### config.mk
export PLATFORM = sky130hd
export DESIGN_NAME = sadc_ctrl
export DESIGN_NICKNAME = d
export VERILOG_FILES = /design/src/verilog/sadc_pkg.sv /design/src/verilog/sadc_clk_div.sv /design/src/verilog/sadc_ctrl.sv
export SDC_FILE = /design/constraint.sdc
export NUM_CORES = 1
export LEC_CHECK = 0
export ABC_AREA = 1
export BUFFER_PORTS_ARGS = -buffer_cell sky130_fd_sc_hd__buf_2
export CORE_MARGIN = 10
export CORE_UTILIZATION = 35
export CTS_BUF_LIST = sky130_fd_sc_hd__clkbuf_2
export CTS_CLUSTER_DIAMETER = 60
export DETAILED_ROUTE_END_ITERATION = 6
export HOLD_SLACK_MARGIN = 0.06
export PLACE_DENSITY_LB_ADDON = 0.2
export SKIP_CTS_REPAIR_TIMING = 1
export SLEW_MARGIN = 20
export SYNTH_ARGS = -nofsm -noshare
export SYNTH_HDL_FRONTEND = slang
export SYNTH_SLANG_ARGS = --single-unit
export TNS_END_PERCENT = 5
### constraint.sdc
create_clock -name core_clk -period 2.85 [get_ports core_clk]
set_clock_uncertainty 0.15 [all_clocks]
set_input_delay 0.57 -clock core_clk [delete_from_list [all_inputs] [get_ports core_clk]]
set_output_delay 0.57 -clock core_clk [all_outputs]
set_load 0.02 [all_outputs]
### src/verilog/sadc_pkg.sv
// Constants for the SAR converter control block: register map, field
// positions, reset values and timing counts.
// Assumes the core clock is the oscillator clock at 200 MHz.
//
// Notes on behaviour
// [RQ1] Eight channels, 10-bit successive approximation result
// [RQ2] Result low byte, bits 9:8 in high
// [RQ3] Channel pin needs both function-select bits set
// [RQ4] Conversion clock runs only when enable set
// [RQ5] Prescale codes 0,1,2 divide by 1,2,4
// [RQ6] Software keeps conversion clock within 2-16 MHz
// [RQ7] One conversion takes about 4 us
// [RQ8] Start bit self-clears one cycle after write
// [RQ9] Done bit set at end, low while converting
// [RQ10] Result and done bit update together
// [RQ11] Conversions repeat continuously once started
// [RQ12] Flag set on done rising, software clears
// [RQ13] Interrupt request when flag and enable set
// [RQ14] Power bit off shuts converter, 16 ms calibration
// [RQ15] Channel field code n selects pin n
// [RQ16] Control register resets to zero
// [RQ17] Result held; writing start zero does nothing
package sadc_pkg;

	// Register addresses on the special-function bus
	localparam logic [7:0] ADDR_PRESCALER  = 8'h94;
	localparam logic [7:0] ADDR_RESULT_LO  = 8'h95;
	localparam logic [7:0] ADDR_RESULT_HI  = 8'h96;
	localparam logic [7:0] ADDR_CONTROL    = 8'h97;

	// Reset values
	localparam logic [7:0] PRESCALER_RST   = 8'h00;
	localparam logic [7:0] CONTROL_RST     = 8'h00;
	localparam logic [9:0] RESULT_RST      = 10'h000;

	// Control register field positions
	localparam int CTL_DONE_BIT   = 0;
	localparam int CTL_START_BIT  = 1;
	localparam int CTL_CHAN_LSB   = 2;
	localparam int CTL_PWR_BIT    = 5;
	localparam int CTL_IRQEN_BIT  = 6;
	localparam int CTL_IRQF_BIT   = 7;

	// Prescaler register field positions
	localparam int PS_CODE_LSB    = 0;
	localparam int PS_CLKEN_BIT   = 3;

	// Prescale codes
	localparam logic [2:0] PS_DIV1 = 3'h0;
	localparam logic [2:0] PS_DIV2 = 3'h1;
	localparam logic [2:0] PS_DIV4 = 3'h2;

	// Timing figures
	localparam int CLK_FREQ_KHZ     = 200000;
	localparam int CONV_TIME_NS     = 4000;
	localparam int CONV_CLK_TYP_MHZ = 8;
	localparam int CAL_TIME_MS      = 16;

	// Conversion length in conversion-clock ticks (rounded down)
	localparam int CONV_TICKS   = CONV_TIME_NS * CONV_CLK_TYP_MHZ / 1000;
	// Ten decision ticks, the rest is sampling
	localparam int RES_BITS     = 10;
	localparam int SAMPLE_TICKS = CONV_TICKS - RES_BITS;
	// Calibration wait in core clock cycles
	localparam int CAL_CYCLES   = CAL_TIME_MS * CLK_FREQ_KHZ;

	// Converter sequencer states
	typedef enum logic [1:0]
	{
		SADC_IDLE,
		SADC_SAMPLE,
		SADC_CONVERT
	} sadc_state_e;

endpackage

### src/verilog/sadc_clk_div.sv
// Conversion clock divider: one-cycle tick pulses at the oscillator
// rate divided by 1, 2 or 4.
// Assumes the core clock is the oscillator clock.
`timescale 1ns/10ps

module sadc_clk_div
(
	// Clock and reset
	input  wire logic       core_clk,
	input  wire logic       rst,
	// Control
	input  wire logic       clkEn,
	input  wire logic [2:0] psCode,
	// Tick out
	output logic            tickOut
);
	import sadc_pkg::*;

	logic [1:0] divCnt_ff;  // Divide counter, held at zero while disabled
	logic       tickSel;    // Tick for the chosen ratio

	// Divide counter runs only while enabled, so a stopped clock restarts clean
	always_ff @(posedge core_clk or posedge rst)
	begin
		if (rst)
			divCnt_ff <= 2'h0;
		else if (!clkEn)
			divCnt_ff <= 2'h0;
		else
			divCnt_ff <= divCnt_ff + 2'h1;
	end

	// Ratio decode; unlisted codes fall back to the slowest rate
	always_comb
	begin
		case (psCode)
			PS_DIV1: tickSel = 1'b1;                 // RQ5
			PS_DIV2: tickSel = divCnt_ff[0];         // RQ5
			PS_DIV4: tickSel = &divCnt_ff;           // RQ5
			default: tickSel = &divCnt_ff;
		endcase
	end

	assign tickOut = clkEn & tickSel;  // RQ4

endmodule

### src/verilog/sadc_ctrl.sv
// Top of the SAR converter control block: special-function registers,
// conversion clock, calibration wait, sequencer and result capture.
// Assumes an analog core that follows the DAC code and reports the
// comparator result one conversion tick later.
`timescale 1ns/10ps

module sadc_ctrl
#(
	parameter int CHANNELS   = 8,
	parameter int CAL_CYCLES = sadc_pkg::CAL_CYCLES
)
(
	// Clock and reset
	input  wire logic                core_clk,
	input  wire logic                rst,
	// Special-function register port
	input  wire logic [7:0]          sfrAddr,
	input  wire logic                sfrWrEn,
	input  wire logic [7:0]          sfrWrData,
	input  wire logic                sfrRdEn,
	output logic [7:0]               sfrRdData,
	// Port 1 function selects from the port block
	input  wire logic [CHANNELS-1:0] port1FuncSelA,
	input  wire logic [CHANNELS-1:0] port1FuncSelB,
	output logic [CHANNELS-1:0]      adcPinEn,
	// Analog core
	input  wire logic                compAbove,
	output logic [2:0]               muxSel,
	output logic                     muxEn,
	output logic                     sampleHold,
	output logic [9:0]               dacCode,
	output logic                     analogPwrEn,
	output logic                     convClkTick,
	// CPU interrupt request
	output logic                     irqReq
);
	import sadc_pkg::*;

	localparam int CALW = $clog2(CAL_CYCLES + 1);
	localparam int TKW  = $clog2(CONV_TICKS + 1);

	// Prescaler register fields
	logic [2:0]  psCode_ff;      // Divide code
	logic        clkEn_ff;       // Conversion clock enable
	// Control register fields
	logic        irqFlag_ff;     // Completion flag
	logic        irqEn_ff;       // Interrupt enable
	logic        pwrEn_ff;       // Converter power
	logic [2:0]  chanSel_ff;     // Channel select
	logic        startBit_ff;    // Start bit as read back
	logic        doneBit_ff;     // Conversion done
	// Sequencer
	sadc_state_e state_ff;       // Current state
	sadc_state_e nxt_state;      // Next state
	logic [TKW-1:0] tickCnt_ff;  // Ticks within a phase
	logic [3:0]  bitIdx_ff;      // Bit under decision
	logic [9:0]  sarReg_ff;      // Trial code
	logic [9:0]  result_ff;      // Last finished result
	logic        runFlag_ff;     // Continuous mode armed
	logic [CALW-1:0] calCnt_ff;  // Calibration countdown
	logic        calDone;        // Calibration finished
	logic        convTick;       // Conversion clock enable pulse
	logic        finish;         // Last decision this cycle
	logic        begin_conv;     // New conversion starts
	// Bus decode and done edge
	logic        wrCtl;          // Control register write
	logic        wrPs;           // Prescaler register write
	logic        doneRise;       // Done bit rising this cycle

	assign wrCtl = sfrWrEn && (sfrAddr == ADDR_CONTROL);
	assign wrPs  = sfrWrEn && (sfrAddr == ADDR_PRESCALER);

	// Conversion clock divider
	sadc_clk_div u_div
	(
		.core_clk (core_clk),
		.rst      (rst),
		.clkEn    (clkEn_ff),
		.psCode   (psCode_ff),
		.tickOut  (convTick)
	);

	assign convClkTick = convTick;

	// Pin routing: a channel pin needs both select bits
	genvar gi;
	generate
		for (gi = 0; gi < CHANNELS; gi++)
		begin : g_pin
			assign adcPinEn[gi] = port1FuncSelA[gi] & port1FuncSelB[gi];  // RQ3
		end
	endgenerate

	// Prescaler register
	always_ff @(posedge core_clk or posedge rst)
	begin
		if (rst)
		begin
			psCode_ff <= PRESCALER_RST[PS_CODE_LSB +: 3];
			clkEn_ff  <= PRESCALER_RST[PS_CLKEN_BIT];  // RQ4
		end
		else if (wrPs)
		begin
			psCode_ff <= sfrWrData[PS_CODE_LSB +: 3];
			clkEn_ff  <= sfrWrData[PS_CLKEN_BIT];
		end
	end

	// Plain control fields
	always_ff @(posedge core_clk or posedge rst)
	begin
		if (rst)
		begin
			irqEn_ff   <= CONTROL_RST[CTL_IRQEN_BIT];     // RQ16
			pwrEn_ff   <= CONTROL_RST[CTL_PWR_BIT];       // RQ16
			chanSel_ff <= CONTROL_RST[CTL_CHAN_LSB +: 3]; // RQ16
		end
		else if (wrCtl)
		begin
			irqEn_ff   <= sfrWrData[CTL_IRQEN_BIT];
			pwrEn_ff   <= sfrWrData[CTL_PWR_BIT];
			chanSel_ff <= sfrWrData[CTL_CHAN_LSB +: 3];
		end
	end

	// Start bit reads 1 for exactly one cycle after a write of 1
	always_ff @(posedge core_clk or posedge rst)
	begin
		if (rst)
			startBit_ff <= 1'b0;
		else
			startBit_ff <= wrCtl && sfrWrData[CTL_START_BIT];  // RQ8 RQ17
	end

	// Continuous mode: armed by start, dropped by power-off
	// A start written while unpowered is dropped, since the core is dark
	always_ff @(posedge core_clk or posedge rst)
	begin
		if (rst)
			runFlag_ff <= 1'b0;
		else if (!pwrEn_ff)
			runFlag_ff <= 1'b0;                         // RQ14
		else if (wrCtl && sfrWrData[CTL_START_BIT])
			runFlag_ff <= 1'b1;                         // RQ8 RQ11
	end

	// Calibration wait after power-on; start may be written early and
	// the first conversion simply holds off until the wait ends
	always_ff @(posedge core_clk or posedge rst)
	begin
		if (rst)
			calCnt_ff <= CALW'(CAL_CYCLES);
		else if (!pwrEn_ff)
			calCnt_ff <= CALW'(CAL_CYCLES);             // RQ14
		else if (calCnt_ff != '0)
			calCnt_ff <= calCnt_ff - CALW'(1);
	end

	assign calDone = pwrEn_ff && (calCnt_ff == '0);

	// Sequencer transitions
	assign finish     = (state_ff == SADC_CONVERT) && convTick && (bitIdx_ff == 4'h0);
	assign begin_conv = (state_ff == SADC_IDLE) && runFlag_ff && calDone && convTick;

	always_comb
	begin
		nxt_state = state_ff;
		case (state_ff)
			SADC_IDLE:
			begin
				if (begin_conv)
					nxt_state = SADC_SAMPLE;
			end
			SADC_SAMPLE:
			begin
				// Hold input for the sampling part of the conversion
				if (convTick && (tickCnt_ff == TKW'(SAMPLE_TICKS - 1)))
					nxt_state = SADC_CONVERT;           // RQ7
			end
			SADC_CONVERT:
			begin
				// Back to back while armed, no idle tick between
				if (finish)
					nxt_state = runFlag_ff ? SADC_SAMPLE : SADC_IDLE;  // RQ11
			end
			default:
				nxt_state = SADC_IDLE;
		endcase
	end

	// State register; power-off aborts any conversion at once
	always_ff @(posedge core_clk or posedge rst)
	begin
		if (rst)
			state_ff <= SADC_IDLE;
		else if (!pwrEn_ff)
			state_ff <= SADC_IDLE;                      // RQ14
		else
			state_ff <= nxt_state;
	end

	// Sample tick counter
	always_ff @(posedge core_clk or posedge rst)
	begin
		if (rst)
			tickCnt_ff <= '0;
		else if (state_ff != SADC_SAMPLE)
			tickCnt_ff <= '0;
		else if (convTick)
			tickCnt_ff <= tickCnt_ff + TKW'(1);
	end

	// Successive approximation: each tick decides one bit from the
	// comparator and raises the trial for the next lower bit
	always_ff @(posedge core_clk or posedge rst)
	begin
		if (rst)
		begin
			sarReg_ff <= 10'h000;
			bitIdx_ff <= 4'h0;
		end
		else if ((state_ff == SADC_SAMPLE) && (nxt_state == SADC_CONVERT))
		begin
			sarReg_ff <= 10'h200;                       // RQ1
			bitIdx_ff <= 4'(RES_BITS - 1);
		end
		else if ((state_ff == SADC_CONVERT) && convTick)
		begin
			sarReg_ff[bitIdx_ff] <= compAbove;          // RQ1
			if (bitIdx_ff != 4'h0)
			begin
				sarReg_ff[bitIdx_ff - 4'h1] <= 1'b1;
				bitIdx_ff <= bitIdx_ff - 4'h1;
			end
		end
	end

	// Result capture at the final decision, same edge as done bit
	always_ff @(posedge core_clk or posedge rst)
	begin
		if (rst)
			result_ff <= RESULT_RST;
		else if (finish)
		begin
			result_ff           <= sarReg_ff;           // RQ10 RQ17
			result_ff[0]        <= compAbove;
		end
	end

	// Done bit: set wins over a software clear in the same cycle,
	// cleared by hardware whenever a conversion begins
	always_ff @(posedge core_clk or posedge rst)
	begin
		if (rst)
			doneBit_ff <= CONTROL_RST[CTL_DONE_BIT];
		else if (finish)
			doneBit_ff <= 1'b1;                         // RQ9 RQ10
		else if ((state_ff == SADC_SAMPLE) || begin_conv)
			doneBit_ff <= 1'b0;                         // RQ9
		else if (wrCtl && !sfrWrData[CTL_DONE_BIT])
			doneBit_ff <= 1'b0;                         // RQ9
	end

	assign doneRise = finish && !doneBit_ff;

	// Interrupt flag: set on done rising, software clears by writing 0
	always_ff @(posedge core_clk or posedge rst)
	begin
		if (rst)
			irqFlag_ff <= CONTROL_RST[CTL_IRQF_BIT];
		else if (doneRise)
			irqFlag_ff <= 1'b1;                         // RQ12
		else if (wrCtl && !sfrWrData[CTL_IRQF_BIT])
			irqFlag_ff <= 1'b0;                         // RQ12
	end

	assign irqReq = irqFlag_ff & irqEn_ff;              // RQ13

	// Registered read data; unmapped addresses read zero
	always_ff @(posedge core_clk or posedge rst)
	begin
		if (rst)
			sfrRdData <= 8'h00;
		else if (sfrRdEn)
		begin
			case (sfrAddr)
				ADDR_PRESCALER: sfrRdData <= {4'h0, clkEn_ff, psCode_ff};
				ADDR_RESULT_LO: sfrRdData <= result_ff[7:0];          // RQ2
				ADDR_RESULT_HI: sfrRdData <= {6'h00, result_ff[9:8]}; // RQ2
				ADDR_CONTROL:   sfrRdData <= {irqFlag_ff, irqEn_ff, pwrEn_ff,
				                              chanSel_ff, startBit_ff, doneBit_ff};
				default:        sfrRdData <= 8'h00;
			endcase
		end
	end

	// Analog core drive
	assign analogPwrEn = pwrEn_ff;                                  // RQ14
	assign muxSel      = chanSel_ff;                                // RQ15
	assign muxEn       = pwrEn_ff & adcPinEn[chanSel_ff];           // RQ3 RQ15
	assign sampleHold  = (state_ff == SADC_SAMPLE);
	assign dacCode     = sarReg_ff;

endmodule

==> run summary, run 1 <==
==============================================================================
Outcome .........................................................    completed
Data arrival time at the worst-slack endpoint ...................      1.83 ns
Combined area of the multi-input logic cells ....................   2250 sq um
Global placer's final weighted congestion .......................        0.864
Internal Pwr Total ..............................................      1.77 mW
Worst R2R Setup Slack ...........................................      0.68 ns
Net switching component of the power ............................      1.07 mW
Type of the worst min-delay path ................................    in -> reg
Detailed Route WL ...............................................      11.9 mm
Largest fanout on the critical path .............................            7
Total CTS buffers ...............................................            9
Syn-to-layout area delta ........................................        15.7%
Deepest clock path buffer count .................................            2
Setup repair after global routing missed its margin .............        false
Antenna-violating nets left .....................................            0
Sum of overflow across all layers after global routing ..........            0
Y dimension of the die ..........................................       134 um
Reported max-cap violation count ................................            0
Clock-pin slew on the worst setup and hold paths ................      0.20 ns
Share of total power in the clock network .......................        0.212
Port Buffers ....................................................           70
Relative slew slack .............................................        0.550
Launch point of the worst reg-to-reg path ....................... u_div.divCnt_ff[0]
Number of sinks driven by the clock tree ........................           77
Final cycle utilization of the critical path ....................        0.895
Kind of start point of the critical path ........................     register
Highest attainable clock frequency ..............................      392 MHz
#FFs+latches synth ..............................................           77
Post-route non-filler standard cell count .......................          867
Row cnt .........................................................           41
Starting density of the core ....................................        0.357
HPWL after detailed placement ...................................      9.10 mm
Clk root buf ....................................................     clkbuf_2
Async SR Flop Fraction ..........................................         1.00
Number of warning messages in the yosys log .....................            0
H-tree depth reported by CTS ....................................            3
Commonest cells after routing, fill and taps aside .............. 169 x nand2_1, 73 x inv_1, 71 x dfrtp_1, 70 x buf_2, 68 x nor2_1
Cells after synthesis ...........................................          608
Leakage Power ...................................................      2.63 nW
Insertion delay to the later sink of the worst-skew pair ........      0.55 ns
FF/Latch Area ...................................................   1930 sq um
Routed WL per cell ..............................................      13.7 um
Endpoint of the lowest-slack register-to-register path .......... result_ff[6]
Prevailing post-synth register cell .............................      dfrtp_1
Via total after detailed routing ................................         4165
Final setup violation count .....................................            0
Initial antenna violation count .................................            1
Final setup TNS .................................................         0 ns
Start-to-end type of the worst setup path .......................   reg -> out
Router iterations before antenna repair .........................            5
TritonCTS clock tree ............................................        built
Ratio of routed vias to standard cells ..........................         4.80
Largest net degree at the start of global routing ...............           39
Part of the total power dissipated in sequential elements .......        0.503
Area of the core ................................................  12700 sq um
Hold violation count in the final report ........................            0
Drt initial violations ..........................................          349
Syn nets ........................................................          655
Sequential fraction of the synthesis area .......................        0.427
Most common cell after layout, fill and taps aside ..............      nand2_1
Number of global-route vias before repair .......................         3984
Final instance area .............................................   5240 sq um
Worst-case reg-to-reg path depth ................................            8
Fill cell total of the finished layout ..........................         1361
Final net count .................................................          736
Share of total power consumed by net switching ..................        0.376
Area post-placement .............................................   5080 sq um
Combinational cell fraction of total power ......................        0.285
Cell total after placement ......................................          845
Number of I/O pins ..............................................           71
Global-route usage over all layers ..............................        0.135
Critical path capture point type ................................  output port
Setup ws final ..................................................     0.300 ns
Pwr dens ........................................................  541 nW/um^2
Width of the die ................................................       134 um
Worst setup path endpoint .......................................        muxEn
DRC violation count after routing ...............................            0
Post-route worst hold slack .....................................    0.0795 ns
Global-route wire length before repair ..........................      20.0 mm
Netlist cell types ..............................................           39
Worst slack, placed .............................................     0.642 ns
CP startpoint ...................................................    muxSel[0]
Slew at the pin with the worst max-slew slack ...................     0.675 ns
Mean cell area of the mapped netlist ............................   7.45 sq um
Worst-case vdd ir drop ..........................................       140 uV
Netlist Area Pre-Place ..........................................   4530 sq um
Count of final max-slew check failures ..........................            0
Ratio of cells with drive above 1 in the final layout ...........        0.195
Clock period minus final worst setup slack ......................      2.55 ns
Area enclosed by the die boundary ...............................  17900 sq um
Data required time at the worst endpoint ........................      2.13 ns
Number of enable-type register cells in the synthesized netlist .            0
==============================================================================
==> power by group through the flow <==
| stage | registers [mW] | clock network (mW) | logic (mW) |
|---|---|---|---|
| 2_1_floorplan | 1.41 | 0 | 0.617 |
| 3_3_place_gp | 1.44 | 0 | 0.792 |
| 3_5_place_dp | 1.45 | 0 | 0.808 |
| 4_1_cts | 1.43 | 0.631 | 0.812 |
| 5_1_grt | 1.45 | 0.673 | 0.932 |
| 6_report | 1.43 | 0.601 | 0.808 |
==> worst min path at each step <==
stage / from / endpoint / slack (ns) / cells past startpoint
2_1_floorplan: u_div.divCnt_ff[0] / u_div.divCnt_ff[0] / 0.28 / 1
3_3_place_gp: u_div.divCnt_ff[0] / u_div.divCnt_ff[0] / 0.29 / 1
3_5_place_dp: u_div.divCnt_ff[0] / u_div.divCnt_ff[0] / 0.31 / 1
4_1_cts: rst / result_ff[1] / -0.11 / 2
5_1_grt: sfrWrData[6] / irqEn_ff / 0.06 / 3
6_report: sfrWrData[6] / irqEn_ff / 0.08 / 3
==> per-stage QoR <==
step,total power [mW],utilization
6_report,2.84,0.414
5_1_grt,3.06,0.414
4_1_cts,2.87,0.409
3_5_place_dp,2.26,0.401
3_3_place_gp,2.24,0.401
2_1_floorplan,2.02,-
==> final cells by class <==
class,count,share of cell area
clock buffers,13,0.0124
inverters,76,0.0554
repair buffers,79,0.0845
well taps,172,0.0411
multi-input cells,446,0.430
clock inverters,3,0.00740
flip-flops and latches,77,0.369
diodes,1,0.000477
==> cell usage after synthesis, drive strengths merged, types with 2 or more instances <==
cell,number,area share
xor2,2,0.0039
nor2,84,0.091
or2,5,0.0069
a21oi,12,0.013
nand4,16,0.028
nand3,59,0.066
dfrtp,71,0.39
inv,74,0.061
o211ai,3,0.0050
nand3b,3,0.0050
o21ai,54,0.063
dfstp,6,0.035
nor3,12,0.019
ha,10,0.028
o21bai,2,0.0033
nand2,176,0.15
xnor2,3,0.0058
buf,9,0.012
clkinv,2,0.0028
==> state kept, by name, indices dropped and copies added, names as in the netlist, 2 cells and up <==
| name | cells |
|---|---|
| psCode_ff | 3 |
| u_div.divCnt_ff | 2 |
| calCnt_ff | 22 |
| tickCnt_ff | 6 |
| bitIdx_ff | 4 |
| result_ff | 10 |
| dacCode | 10 |
| muxSel | 3 |
| sfrRdData | 8 |
| state_ff | 2 |
==> per-layer routing <==
metal / share of wire / track usage
met4: 0.018 / 0.0562
met5: 0 / 0
met3: 0.061 / 0.0316
met1: 0.49 / 0.187
met2: 0.43 / 0.197
==> critical path, stage by stage (launching register included) <==
cell and delay (ns):
dfrtp_1 0.50, inv_1 0.13, a21oi_1 0.15, o21ai_0 0.10, nand3_1 0.07, o21ai_0 0.07, nor2_1 0.08, buf_2 0.18
==> cell families (layout without fill, tap and decap cells) <==
family | Yosys count | count (layout) | share of synthesized area
muxes | 1 | 1 | 0.00221
xor gates and xnor gates | 5 | 5 | 0.00967
other | 0 | 1 | 0
buffers and inverters | 85 | 171 | 0.0757
adders and majority gates | 10 | 10 | 0.0276
and+or+nand+nor | 357 | 357 | 0.370
AOI/OAI and AO/OA | 73 | 73 | 0.0876
DFF | 77 | 77 | 0.427
Note: power is estimated with default switching activity, not from simulation.
==> run 2: changes to the inputs <==
--- a/config.mk
+++ b/config.mk
@@ -5,7 +5,6 @@
 export SDC_FILE = /design/constraint.sdc
 export NUM_CORES = 1
 export LEC_CHECK = 0
-export ABC_AREA = 1
 export BUFFER_PORTS_ARGS = -buffer_cell sky130_fd_sc_hd__buf_2
 export CORE_MARGIN = 10
 export CORE_UTILIZATION = 35
==> run summary, run 2 <==
==============================================================================
Relative slew slack .............................................        0.456
Share of total power in the clock network .......................        0.336
Area of the core ................................................  11900 sq um
Combined area of the multi-input logic cells ....................   2150 sq um
Router iterations before antenna repair .........................            5
Global placer's final weighted congestion .......................        0.842
Clk root buf ....................................................     clkbuf_2
Clock-pin slew on the worst setup and hold paths ................      0.23 ns
Syn nets ........................................................          478
Setup repair after global routing missed its margin .............         true
Type of the worst min-delay path ................................    in -> reg
Count leader, synth .............................................      dfrtp_1
Global-route usage over all layers ..............................        0.124
Number of sinks driven by the clock tree ........................           77
Cell chain of the critical path ................................. mux4_2 > mux2_4 > and2_4 > buf_6
Data required time at the worst endpoint ........................      2.13 ns
Routed WL per cell ..............................................      15.8 um
Initial antenna violation count .................................            0
Ratio of cells with drive above 1 in the final layout ...........        0.273
Y dimension of the die ..........................................       130 um
Async SR Flop Fraction ..........................................         1.00
Sequential fraction of the synthesis area .......................        0.456
Detailed Route WL ...............................................      10.4 mm
Count of final max-slew check failures ..........................            0
Final setup violation count .....................................            0
Routing layer with the top usage in global route ................         met2
Area leader, netlist ............................................      dfrtp_1
Antenna-violating nets left .....................................            0
Via total after detailed routing ................................         3378
Power Total .....................................................      2.09 mW
Final cycle utilization of the critical path ....................        0.969
Prevailing post-synth register cell .............................      dfrtp_1
Outcome .........................................................    completed
Leakage Power ...................................................      2.25 nW
Global routing usage on met2 ....................................        0.190
Kind of start point of the critical path ........................     register
Proportion of netlist area held by the largest area contributor .        0.419
Starting density of the core ....................................        0.356
Commonest cells after routing, fill and taps aside .............. 70 x dfrtp_1, 69 x buf_2, 58 x nand2_1, 25 x nor2_1, 23 x nand3_1
Number of antenna cells inserted ................................            0
Number of I/O pins ..............................................           71
Flip-flop count of the largest register after layout ............           22
Total CTS buffers ...............................................            9
Critical path capture point type ................................  output port
Clock period minus final worst setup slack ......................      2.76 ns
FF/Latch Area ...................................................   1940 sq um
Share of total power consumed by net switching ..................        0.274
Final instance area .............................................   4960 sq um
Number of enable-type register cells in the synthesized netlist .            0
DRC violation count after routing ...............................            0
Pwr dens ........................................................  422 nW/um^2
Final Core Density ..............................................        0.416
Number of warning messages in the yosys log .....................            0
Post-route non-filler standard cell count .......................          657
Largest net degree at the start of global routing ...............           35
Port Buffers ....................................................           70
Area post-placement .............................................   4780 sq um
Top cells by instance count after synthesis ..................... 71 x dfrtp_1, 58 x nand2_1, 25 x nor2_1
Combinational cell fraction of total power ......................        0.120
Largest fanout on the critical path .............................            5
Global-route met1 utilization ...................................        0.168
H-tree depth reported by CTS ....................................            3
#FFs+latches synth ..............................................           77
Drt initial violations ..........................................          197
Part of the total power dissipated in sequential elements .......        0.544
Netlist cell types ..............................................           62
Hold violation count in the final report ........................            0
HPWL after detailed placement ...................................      7.70 mm
Cells after synthesis ...........................................          431
Row cnt .........................................................           40
Global-route wire length before repair ..........................      17.0 mm
Deepest clock path buffer count .................................            2
Area enclosed by the die boundary ...............................  16900 sq um
Final net count .................................................          552
Cell family with the largest share of critical-path delay ....... multiplexers
Cell total after placement ......................................          638
Insertion delay to the later sink of the worst-skew pair ........      0.54 ns
Cell types occupying the most area after synthesis .............. dfrtp_1 42%, nand2_1 5.1%, dfstp_2 3.7%
Netlist Area Pre-Place ..........................................   4240 sq um
Start-to-end type of the worst setup path .......................   reg -> out
Highest attainable clock frequency ..............................      362 MHz
Cell type of the slowest stage on the worst timing path .........       mux4_2
Ratio of routed vias to standard cells ..........................         5.14
Reported max-cap violation count ................................            0
Data arrival time at the worst-slack endpoint ...................      2.04 ns
Number of global-route vias before repair .......................         3363
Internal Pwr Total ..............................................      1.52 mW
Global-route track usage on met3 ................................       0.0211
Mean cell area of the mapped netlist ............................   9.84 sq um
Most common cell after layout, fill and taps aside ..............      dfrtp_1
Register ranked first by flip-flop count ........................    calCnt_ff
WP buf/inv ......................................................            1
Delay of the slowest cell on the worst path .....................      0.50 ns
Worst-case vdd ir drop ..........................................       154 uV
Syn-to-layout area delta ........................................        17.0%
Width of the die ................................................       130 um
Post-route worst hold slack .....................................    0.0744 ns
Fill cell total of the finished layout ..........................         1200
Sum of overflow across all layers after global routing ..........            0
Net switching component of the power ............................     0.574 mW
TritonCTS clock tree ............................................        built
Slew at the pin with the worst max-slew slack ...................     0.813 ns
==============================================================================
==> run 2: changes by cell type after synthesis, sizes merged, moves of 6 or more <==
cell | previous run | this run
clkbuf | 0 | 16
o22ai | 1 | 8
inv | 74 | 22
o21ai | 54 | 16
nand3 | 59 | 24
nand2 | 176 | 58
nor4 | 1 | 7
and2 | 0 | 18
nor2 | 84 | 27
xnor2 | 3 | 10
mux2 | 0 | 13
mux2i | 1 | 10
==> run 2: final timing paths <==
kind                               startpoint                 end  slack (ns)  cells after the start
max                                 muxSel[0]               muxEn        0.09                      4
min                              sfrWrData[7]          irqFlag_ff        0.07                      3
max reg2reg                      calCnt_ff[0]       calCnt_ff[11]        0.41                      7
min reg2reg                u_div.divCnt_ff[0]  u_div.divCnt_ff[0]        0.33                      1
max in group asynchronous                 rst         state_ff[1]        1.44                      4
min in group asynchronous                 rst          doneBit_ff        0.43                      3
==> run 2: layer usage <==
metal  share of wire  routed length (um)
met5               0                   0
met4           0.014                 140
met3           0.049                 511
met2            0.45                4700
met1            0.48                5010
==> run 2: cells by family after synthesis <==
kind of cell | after synthesis | share of synthesized area
buf+inv | 42 | 0.0398
flops | 77 | 0.456
simple gates | 196 | 0.266
compound gates | 64 | 0.0983
xor+xnor | 15 | 0.0310
fa+ha+maj | 10 | 0.0295
mux | 27 | 0.0794
==> run 2: cell type report <==
type,instances,area share
Timing Repair Buffer,83,0.0956
Clock inverter,6,0.0174
Tap cell,147,0.0371
Sequential cell,77,0.390
Clock buffer,10,0.0101
Inverter,22,0.0169
Multi-Input combinational cell,312,0.433
==> run 2: worst min-delay path, cell delays in order <==
cell,delay (ns)
buf_2,0.07
o21ai_0,0.06
o21ai_0,0.06
==> run 2: power groups by stage <==
stage	Clock [mW]	Sequential [mW]	Combinational, mW
after floorplan	0	1.16	0.166
after global placement	0	1.16	0.247
after detailed placement	0	1.16	0.250
after CTS	0.724	1.14	0.251
after global routing	0.768	1.14	0.282
final	0.703	1.14	0.251
==> run 2: through the flow <==
step | setup slack, ns | TNS (ns)
global route | -0.0150 | -0.0150
CTS | -0.0717 | -0.125
floorplan | 0.173 | 0
detailed placement | 0.283 | 0
global placement | 0.294 | 0
finish | 0.0881 | 0
==> run 3: changes to the inputs <==
==> constraint.sdc (replaced) <==
create_clock -name core_clk -period 2.85 [get_ports core_clk]
set_clock_uncertainty 0.15 [all_clocks]
set_input_delay 0.57 -clock core_clk [delete_from_list [all_inputs] [get_ports core_clk]]
set_output_delay 0.57 -clock core_clk [all_outputs]
set_load 0.1 [all_outputs]
==> run summary, run 3 (synthesis gave the netlist of run 2 again) <==
========================================================================
Outcome ...................................................    completed
Clock period minus final worst setup slack ................      2.81 ns
Critical path capture point type ..........................  output port
Share of total power consumed by net switching ............        0.302
Highest attainable clock frequency ........................      356 MHz
Global-route usage over all layers ........................        0.125
Starting density of the core ..............................        0.356
Number of sinks driven by the clock tree ..................           77
Share of total power in the clock network .................        0.324
Largest net degree at the start of global routing .........           78
Final net count ...........................................          559
Internal Pwr Total ........................................      1.52 mW
Relative slew slack .......................................        0.460
Antenna-violating nets left ...............................            0
Area of the core ..........................................  11900 sq um
Number of global-route vias before repair .................         3395
Final Core Density ........................................        0.424
Ratio of routed vias to standard cells ....................         5.14
Insertion delay to the later sink of the worst-skew pair ..      0.54 ns
Register ranked first by flip-flop count ..................    calCnt_ff
Number of I/O pins ........................................           71
TritonCTS clock tree ......................................        built
Clk root buf ..............................................     clkbuf_2
Detailed Route WL .........................................      10.4 mm
Y dimension of the die ....................................       130 um
Deepest clock path buffer count ...........................            2
Port Buffers ..............................................           70
Count of final max-slew check failures ....................            0
Global-route wire length before repair ....................      17.3 mm
Width of the die ..........................................       130 um
Drt initial violations ....................................          202
Kind of start point of the critical path ..................     register
Total CTS buffers .........................................            9
Syn-to-layout area delta ..................................        19.2%
Setup ws final ............................................    0.0425 ns
Reported max-cap violation count ..........................            0
Data required time at the worst endpoint ..................      2.13 ns
Sum of overflow across all layers after global routing ....            0
Global placer's final weighted congestion .................        0.820
Final setup violation count ...............................            0
Hold violation count in the final report ..................            0
Data arrival time at the worst-slack endpoint .............      2.09 ns
Leakage Power .............................................      2.28 nW
Initial antenna violation count ...........................            1
HPWL after detailed placement .............................      7.58 mm
Setup repair after global routing missed its margin .......         true
H-tree depth reported by CTS ..............................            3
Fill cell total of the finished layout ....................         1181
Final cycle utilization of the critical path ..............        0.985
Pwr dens ..................................................  432 nW/um^2
Most common cell after layout, fill and taps aside ........      dfrtp_1
Largest fanout on the critical path .......................            4
Row cnt ...................................................           40
Commonest cells after routing, fill and taps aside ........ 70 x dfrtp_1, 68 x buf_2, 58 x nand2_1, 25 x nor2_1, 23 x nand3_1
Post-route worst hold slack ...............................    0.0914 ns
Combinational cell fraction of total power ................        0.155
Start-to-end type of the worst setup path .................   reg -> out
Router iterations before antenna repair ...................            4
Area enclosed by the die boundary .........................  16900 sq um
Type of the worst min-delay path ..........................    in -> reg
Power Total ...............................................      2.18 mW
Via total after detailed routing ..........................         3421
Net switching component of the power ......................     0.657 mW
Worst slack, placed .......................................    0.0792 ns
Worst-case vdd ir drop ....................................       168 uV
Ratio of cells with drive above 1 in the final layout .....        0.288
Clock-pin slew on the worst setup and hold paths ..........      0.24 ns
Worst-case reg-to-reg path depth ..........................            7
Flip-flop count of the largest register after layout ......           22
Number of cells traversed by the worst hold path ..........            3
DRC violation count after routing .........................            0
Part of the total power dissipated in sequential elements .        0.521
Routed WL per cell ........................................      15.6 um
Slew at the pin with the worst max-slew slack .............     0.807 ns
========================================================================
-- run 3: final cells by class --
type / count / area [sq um] / area share
Inverter: 22 / 83.8 / 0.0166
Tap cell: 147 / 184 / 0.0364
Antenna cell: 1 / 2.50 / 0.000495
Multi-Input combinational cell: 312 / 2150 / 0.426
Timing Repair Buffer: 90 / 552 / 0.109
Sequential cell: 77 / 1940 / 0.383
Clock buffer: 9 / 45.0 / 0.00892
Clock inverter: 7 / 97.6 / 0.0193
-- run 3: layer usage --
layer	up-vias	global-route usage	part of all wire	wire (um)
met5	-	0	0	0
met4	0	0.0575	0.016	169
met3	10	0.0243	0.051	527
met2	72	0.191	0.45	4710
met1	1640	0.168	0.48	4990
li1	1699	-	-	-
-- run 3: power by group through the flow --
stage          combinational, mW  clock, mW  sequential [mW]
6_report                   0.338      0.706             1.14
5_1_grt                    0.368      0.785             1.14
4_1_cts                    0.331      0.733             1.14
2_1_floorplan              0.214          0             1.19
3_3_place_gp               0.328          0             1.16
3_5_place_dp               0.329          0             1.16
-- run 3: final timing paths --
path | endpoint | slack [ns] | startpoint
worst max-delay path | muxEn | 0.04 | muxSel[0]
worst min-delay path | irqFlag_ff | 0.09 | sfrWrData[7]
worst max register to register | calCnt_ff[3] | 0.41 | calCnt_ff[0]
worst min register to register | u_div.divCnt_ff[0] | 0.34 | u_div.divCnt_ff[0]
max in group asynchronous | calCnt_ff[12] | 1.72 | rst
min in group asynchronous | calCnt_ff[2] | 0.47 | rst
-- run 3: through the flow --
| step | std cells | TNS (ns) | cell area [sq um] |
|---|---|---|---|
| 3_5_place_dp | 640 | 0 | 4800 |
| 2_1_floorplan | 431 | 0 | 4250 |
| 6_report | 665 | 0 | 5050 |
| 3_3_place_gp | 640 | 0 | 4800 |
| 4_1_cts | 656 | -0.249 | 4950 |
| 5_1_grt | 665 | -0.122 | 5050 |
-- run 3: critical path, cell delays in order (launching register included) --
cell     delay (ns)
dfrtp_2        0.46
mux4_2         0.51
mux2_4         0.28
and2_4         0.16
buf_12         0.16
